--- src/cmdctl_cfg.svh ---
// offsets, field positions, reset values and timing counts of the command block
`ifndef CMDCTL_CFG_SVH
`define CMDCTL_CFG_SVH

// ********************************
// register map
// ********************************
`define ADDR_W            6
`define DATA_W            8
`define RESERVED_ZERO_OFS 6'h00
`define COMMAND_CTRL_OFS  6'h01
`define RESERVED_ZERO_RST 8'h00
`define COMMAND_CTRL_RST  8'h20

// ********************************
// command_control field layout
// ********************************
`define RSVD_HI_BIT       7
`define RSVD_LO_BIT       6
`define RCV_OFF_BIT       5
`define SLEEP_BIT         4
`define CMD_HI_BIT        3
`define CMD_LO_BIT        0
`define CMD_W             4

// ********************************
// command codes
// ********************************
`define CMD_IDLE          4'h0
`define CMD_SOFT_REINIT   4'hF
// bit n set: code n is a known command
`define CMD_KNOWN_MASK    16'h81FF

// ********************************
// timing
// ********************************
`define CLK_PERIOD_NS     10
`define WAKE_TIME_NS      1000
`define WAKE_CYCLES       ((`WAKE_TIME_NS + `CLK_PERIOD_NS - 1) / `CLK_PERIOD_NS)
`define WAKE_CNT_W        12

`endif

--- src/cmdctl_pkg.sv ---
// types shared by the command and power control block
`default_nettype none
package cmdctl_pkg;

    // ********************************
    // power state, one-hot
    // ********************************
    typedef enum logic [2:0] {
        PWR_AWAKE  = 3'b001,
        PWR_SLEEP  = 3'b010,
        PWR_WAKING = 3'b100
    } pwr_state_e;

    // ********************************
    // register access request
    // ********************************
    typedef struct packed {
        logic       wr_en;
        logic       rd_en;
        logic [5:0] addr;
        logic [7:0] wdata;
    } reg_req_s;

endpackage
`default_nettype wire

--- src/wake_timer.sv ---
// down-counter timing the wake-up sequence
`timescale 1ns/1ns
`default_nettype none
`include "cmdctl_cfg.svh"

module wake_timer (
    // clock and reset
    input  wire logic mclk,
    input  wire logic sys_rst,
    // control
    input  wire logic start,
    // status
    output logic      busy,
    output logic      done
);

    logic [`WAKE_CNT_W-1:0] cnt_ff;
    logic [`WAKE_CNT_W-1:0] nxt_cnt;
    logic                   done_ff;
    logic                   nxt_done;

    // ********************************
    // count logic
    // ********************************
    // a restart while busy reloads the full count
    always_comb begin
        nxt_cnt  = cnt_ff;
        nxt_done = 1'b0;
        if (start) begin
            nxt_cnt = `WAKE_CNT_W'(`WAKE_CYCLES);
        end else if (cnt_ff != '0) begin
            nxt_cnt = cnt_ff - `WAKE_CNT_W'(1);
            if (cnt_ff == `WAKE_CNT_W'(1)) begin
                nxt_done = 1'b1;
            end
        end
    end

    always_ff @(posedge mclk) begin
        if (sys_rst) begin
            cnt_ff  <= '0;
            done_ff <= 1'b0;
        end else begin
            cnt_ff  <= nxt_cnt;
            done_ff <= nxt_done;
        end
    end

    assign busy = (cnt_ff != '0);
    assign done = done_ff;

endmodule
`default_nettype wire

--- src/cmdctl.sv ---
// command and power control register with the reserved register at zero
//
// Operation
// - command_control at 0x01, resets to 0x20
// - register 0x00 reserved, reads zero
// - bit 5 set switches receiver analog off
// - writing one to bit 4 while awake enters sleep
// - writing zero wakes; bit reads one meanwhile
// - bit reads zero once wake-up finishes
// - sleep refused while software reinit runs
// - writing bits 3:0 starts that command
// - command field reads the running command
// - finished command returns idle, sets flag
// - unknown code returns idle, sets flag
// - host writing idle sets no flag
`timescale 1ns/1ns
`default_nettype none
`include "cmdctl_cfg.svh"

module cmdctl (
    // clock and reset
    input  wire logic               mclk,
    input  wire logic               sys_rst,
    // register port
    input  wire cmdctl_pkg::reg_req_s reg_req,
    output logic [`DATA_W-1:0]      reg_rdata,
    // command engine
    output logic [`CMD_W-1:0]       cmd_code,
    output logic                    cmd_start,
    input  wire logic               cmd_finish,
    // done flag, cleared by its status register
    input  wire logic               done_flag_clr,
    output logic                    operation_done_flag,
    // analog and power control
    output logic                    receiver_analog_disable,
    output logic                    sleep_active
);

    // ********************************
    // state
    // ********************************
    cmdctl_pkg::pwr_state_e pwr_ff;
    cmdctl_pkg::pwr_state_e nxt_pwr;
    logic [`CMD_W-1:0]      cmd_ff;
    logic [`CMD_W-1:0]      nxt_cmd;
    logic                   rcv_off_ff;
    logic                   nxt_rcv_off;
    logic                   flag_ff;
    logic                   nxt_flag;
    logic                   start_ff;
    logic                   nxt_start;
    logic [`DATA_W-1:0]     rdata_ff;
    logic [`DATA_W-1:0]     nxt_rdata;
    logic                   wake_start;
    logic                   wake_busy;
    logic                   wake_done;

    // ********************************
    // decoded access
    // ********************************
    logic                   wr_cmd;
    logic [`CMD_W-1:0]      wr_code;
    logic                   wr_sleep;
    logic                   code_known;
    logic                   reinit_active;
    logic                   sleep_bit;
    logic [`DATA_W-1:0]     cmd_view;

    assign wr_cmd   = reg_req.wr_en && (reg_req.addr == `COMMAND_CTRL_OFS);
    assign wr_code  = reg_req.wdata[`CMD_HI_BIT:`CMD_LO_BIT];
    assign wr_sleep = reg_req.wdata[`SLEEP_BIT];
    assign code_known    = 1'(`CMD_KNOWN_MASK >> wr_code);
    assign reinit_active = (cmd_ff == `CMD_SOFT_REINIT);
    // waking still shows as asleep so software can poll
    assign sleep_bit = (pwr_ff != cmdctl_pkg::PWR_AWAKE);

    // reserved bits are forced to zero on read
    always_comb begin
        cmd_view                            = '0;
        cmd_view[`RCV_OFF_BIT]              = rcv_off_ff;
        cmd_view[`SLEEP_BIT]                = sleep_bit;
        cmd_view[`CMD_HI_BIT:`CMD_LO_BIT]   = cmd_ff;
    end

    // ********************************
    // command field and done flag
    // ********************************
    // a host write beats a finish arriving in the same cycle
    always_comb begin
        nxt_cmd   = cmd_ff;
        nxt_flag  = flag_ff;
        nxt_start = 1'b0;
        if (done_flag_clr) begin
            nxt_flag = 1'b0;
        end
        if (cmd_finish && (cmd_ff != `CMD_IDLE)) begin
            nxt_cmd  = `CMD_IDLE;
            nxt_flag = 1'b1;
        end
        if (wr_cmd) begin
            if (wr_code == `CMD_IDLE) begin
                nxt_cmd = `CMD_IDLE;
            end else if (!code_known) begin
                nxt_cmd  = `CMD_IDLE;
                nxt_flag = 1'b1;
            end else begin
                nxt_cmd   = wr_code;
                nxt_start = 1'b1;
            end
        end
    end

    always_ff @(posedge mclk) begin
        if (sys_rst) begin
            cmd_ff   <= `CMD_IDLE;
            flag_ff  <= 1'b0;
            start_ff <= 1'b0;
        end else begin
            cmd_ff   <= nxt_cmd;
            flag_ff  <= nxt_flag;
            start_ff <= nxt_start;
        end
    end

    // ********************************
    // receiver analog switch
    // ********************************
    always_comb begin
        nxt_rcv_off = rcv_off_ff;
        if (wr_cmd) begin
            nxt_rcv_off = reg_req.wdata[`RCV_OFF_BIT];
        end
    end

    always_ff @(posedge mclk) begin
        if (sys_rst) begin
            rcv_off_ff <= 1'(`COMMAND_CTRL_RST >> `RCV_OFF_BIT);
        end else begin
            rcv_off_ff <= nxt_rcv_off;
        end
    end

    // ********************************
    // soft power-down
    // ********************************
    // sleep is refused while reinit runs; the write of that code in the
    // same cycle also counts, so a combined write cannot sneak through
    always_comb begin
        nxt_pwr    = pwr_ff;
        wake_start = 1'b0;
        unique case (pwr_ff)
            cmdctl_pkg::PWR_AWAKE: begin
                if (wr_cmd && wr_sleep && !reinit_active
                    && !(wr_code == `CMD_SOFT_REINIT)) begin
                    nxt_pwr = cmdctl_pkg::PWR_SLEEP;
                end
            end
            cmdctl_pkg::PWR_SLEEP: begin
                if (wr_cmd && !wr_sleep) begin
                    nxt_pwr    = cmdctl_pkg::PWR_WAKING;
                    wake_start = 1'b1;
                end
            end
            cmdctl_pkg::PWR_WAKING: begin
                if (wake_done) begin
                    nxt_pwr = cmdctl_pkg::PWR_AWAKE;
                end
            end
            default: begin
                nxt_pwr = cmdctl_pkg::PWR_AWAKE;
            end
        endcase
    end

    always_ff @(posedge mclk) begin
        if (sys_rst) begin
            pwr_ff <= cmdctl_pkg::PWR_AWAKE;
        end else begin
            pwr_ff <= nxt_pwr;
        end
    end

    wake_timer u_wake (
        .mclk    (mclk),
        .sys_rst (sys_rst),
        .start   (wake_start),
        .busy    (wake_busy),
        .done    (wake_done)
    );

    // ********************************
    // read data
    // ********************************
    // data lands one cycle after the read strobe and then holds
    always_comb begin
        nxt_rdata = rdata_ff;
        if (reg_req.rd_en) begin
            unique case (reg_req.addr)
                `RESERVED_ZERO_OFS: nxt_rdata = `RESERVED_ZERO_RST;
                `COMMAND_CTRL_OFS:  nxt_rdata = cmd_view;
                default:            nxt_rdata = '0;
            endcase
        end
    end

    always_ff @(posedge mclk) begin
        if (sys_rst) begin
            rdata_ff <= '0;
        end else begin
            rdata_ff <= nxt_rdata;
        end
    end

    // ********************************
    // outputs
    // ********************************
    assign reg_rdata               = rdata_ff;
    assign cmd_code                = cmd_ff;
    assign cmd_start               = start_ff;
    assign operation_done_flag     = flag_ff;
    assign receiver_analog_disable = rcv_off_ff;
    assign sleep_active            = (pwr_ff == cmdctl_pkg::PWR_SLEEP);

    // ********************************
    // assertions
    // ********************************
    localparam int WAKE_LIM = `WAKE_CYCLES + 2;
endmodule
`default_nettype wire

--- config.mk ---
export PLATFORM = sky130hd
export DESIGN_NAME = cmdctl
export DESIGN_NICKNAME = d
export VERILOG_FILES = /design/src/cmdctl_pkg.sv /design/src/wake_timer.sv /design/src/cmdctl.sv
export VERILOG_INCLUDE_DIRS = /design/src
export SDC_FILE = /design/constraint.sdc
export NUM_CORES = 1
export LEC_CHECK = 0
export ABC_AREA = 0
export ABC_CLOCK_PERIOD_IN_PS = 2600
export BUFFER_PORTS_ARGS = -buffer_cell sky130_fd_sc_hd__buf_2
export CAP_MARGIN = 20
export CORE_MARGIN = 2
export CORE_UTILIZATION = 50
export CTS_CLUSTER_DIAMETER = 30
export CTS_CLUSTER_SIZE = 8
export DETAILED_ROUTE_END_ITERATION = 6
export HOLD_SLACK_MARGIN = 0.15
export PLACE_DENSITY = 0.79
export SYNTH_ARGS = -nofsm -noshare
export SYNTH_HDL_FRONTEND = slang
export SYNTH_HIERARCHICAL = 1
export SYNTH_SLANG_ARGS = --single-unit
--- constraint.sdc ---
create_clock -name mclk -period 2.6 [get_ports mclk]
set_input_delay 0.52 -clock mclk [delete_from_list [all_inputs] [get_ports mclk]]
set_output_delay 0.52 -clock mclk [all_outputs]
set_load 0.1 [all_outputs]
==> metrics.cfg <==
[routing]
drt_iter0_drc=38
num_vias=1368
detail-route-antenna-nets=0
drc=3
avgViaCountPerCell=5.87
wl_um=3210
wl_per_cell_um=13.8
drt_first_pass_iters=7

[timing]
max_freq_ghz=0.503
worst_slack_ns=0.611
hold_viol=0
rsz0062_at_grt=false
finalCriticalPeriod_ns=1.99
slew_violations=0
finClkSkew_ns=0.0142
post-route-period-util=0.765
finalSetupTns_ns=0
finalSetupViolCount=0

[pwr]
switchingPower_uw=524
p_clk_frac=0.300
peakVddDrop_mv=0.741
p_sw_frac=0.338
pwr-share-comb=0.318
p_per_area_mw_per_mm2=880
p_leak_uw=0.000760
finalPower_uw=1550
power_frac_seq=0.382
intPower_uw=1030

[synthesis]
synth_edf_count=0
synth-seq-cells=29
ys.warnings.count=6
syn-cell-area_mm2=0.00150
synth_area_per_cell_um2=8.80
netlist_instances=170
synth_top_flop_cell=dfxtp_1
yosysUniqueCellTypes=46
synth-async-reset-ratio=0
yosysSeqAreaShare=0.388

[global_routing]
grt_pass1_vias=1258
grt_start_max_net_pins=25
overflow=0
grt_pass1_wl_um=5400
grtUsageTotal=0.207
antenna_found_initial=0

[setup_path]
cp-end-kind=output port
crit_type=register to output port
reg2reg_slack_ns=0.68
crit_path_max_fanout=4
worstSetupStartpointType=register
cp.required_ns=2.08
crit_arrival_ns=1.47

[die]
die_h_um=58.7
core_area_mm2=0.00281
die_w_um=58.7
num_io_pins=36
die-area_mm2=0.00344
start_util=0.533
rows=19

[layout]
fin_util=0.629
layout-drive-gt1-share=0.267
fin_nets=224
antenna_cells=0
mostFrequentLayoutCells=buf_2, dfxtp_1, nand3_1
syn_to_final_growth_pct=18.0
mostFrequentLayoutCell=buf_2
fin_cells=233

[place]
gp_congestion=0.893
dp_hpwl_um=2380
place.port_buffers=31
pre_cts_ws_ns=0.532
dp.cells=225

[run]
maxCapViolCount=0

[clock_network]
clk_path_buf_depth=2
post_cts_buffers=0
cts_tree=yes
cts_hold_repair.buffers=0
htreeDepth=2
ctsResizeCount=0
cts.clk_slew.worst_paths_ns=0.10
insertion_delay_ns=0.34
cts-root-buf=clkbuf_4
cts_buffers=5
cts_sinks=29

[outcome]
outcome=finished with violations
failed_checks=design-rule violations

[hold_path]
hold_path_class=primary input to register

final timing paths:
check                                                   start                              endpoint  depth (start not counted)
worst max-delay path                   pwr_ff[1]$_SDFFE_PP0P_                          sleep_active                          2
worst min-delay path                               reg_req[5]  receiver_analog_disable$_SDFFE_PP1N_                          3
worst max register to register  u_wake/cnt_ff[3]$_SDFFE_PP0P_         u_wake/cnt_ff[2]$_SDFFE_PP0P_                          4
worst min register to register      reg_rdata[1]$_SDFFE_PP0P_             reg_rdata[1]$_SDFFE_PP0P_                          2
per-stage QoR:
stage / hold WS, ns / area (um^2)
floorplan: 0.440 / 1510
detailed placement: 0.459 / 1660
global route: 0.398 / 1760
global placement: 0.450 / 1660
finish: 0.409 / 1760
CTS: 0.401 / 1760
flip-flops by register name, indices dropped and copies added (netlist names):
register,flops
cmd_start,1
reg_rdata,6
u_wake/done,1
pwr_ff,3
operation_done_flag,1
u_wake/cnt_ff,12
receiver_analog_disable,1
cmd_code,4
cell usage after synthesis (2+ instances only):
cell	instances	area share
xor2_1	2	0.012
nand4_1	2	0.0084
nand3_1	16	0.054
clkbuf_1	5	0.013
dfxtp_1	29	0.39
buf_4	2	0.010
ha_1	3	0.025
nor3_1	11	0.037
nand2b_1	6	0.025
nand4b_1	2	0.012
nand2_1	12	0.030
a31o_2	2	0.012
a21oi_1	14	0.047
inv_1	7	0.018
or3_1	4	0.017
nand3b_1	4	0.020
nor4_1	4	0.017
xnor2_1	3	0.018
nor3b_1	2	0.010
o21ai_0	2	0.0067
nor4_4	2	0.028
nor2_1	12	0.030
cells by family (layout without fill, tap and decap cells):
kind of cell / after synthesis / count (layout) / synth area share
and+or+nand+nor: 89 / 89 / 0.376
DFF: 29 / 29 / 0.388
AOI/OAI and AO/OA: 26 / 26 / 0.121
buffers and inverters: 16 / 47 / 0.0510
xor gates and xnor gates: 5 / 5 / 0.0293
adders and majority gates: 3 / 3 / 0.0251
other: 1 / 2 / 0.00251
muxes: 1 / 1 / 0.00669
per-layer routing:
metal	global-route usage	up-vias	share of wire
met1	0.261	650	0.43
met3	0.0681	9	0.057
li1	-	670	-
met2	0.321	39	0.49
met5	0	-	0
met4	0.101	0	0.023
cell type report:
type	count	area [um^2]
Sequential cell	29	581
Inverter	7	26.3
Timing Repair Buffer	32	163
Multi-Input combinational cell	126	853
Fill cell	242	1040
Tap cell	31	38.8
Clock buffer	5	37.5
Clock inverter	3	65.1
power by group through the flow:
| stage | Clock [uW] | Sequential (uW) | Combinational (uW) |
|---|---|---|---|
| 2_1_floorplan | 0 | 587 | 410 |
| 3_3_place_gp | 0 | 596 | 469 |
| 3_5_place_dp | 0 | 602 | 489 |
| 4_1_cts | 475 | 591 | 493 |
| 5_1_grt | 495 | 605 | 547 |
| 6_report | 466 | 593 | 493 |
critical path, cell delays in order, from the launching register on:
cell,delay (ns)
dfxtp_1,0.38
nor3b_4,0.27
buf_2,0.47
Note: power is estimated with default switching activity, not from simulation.
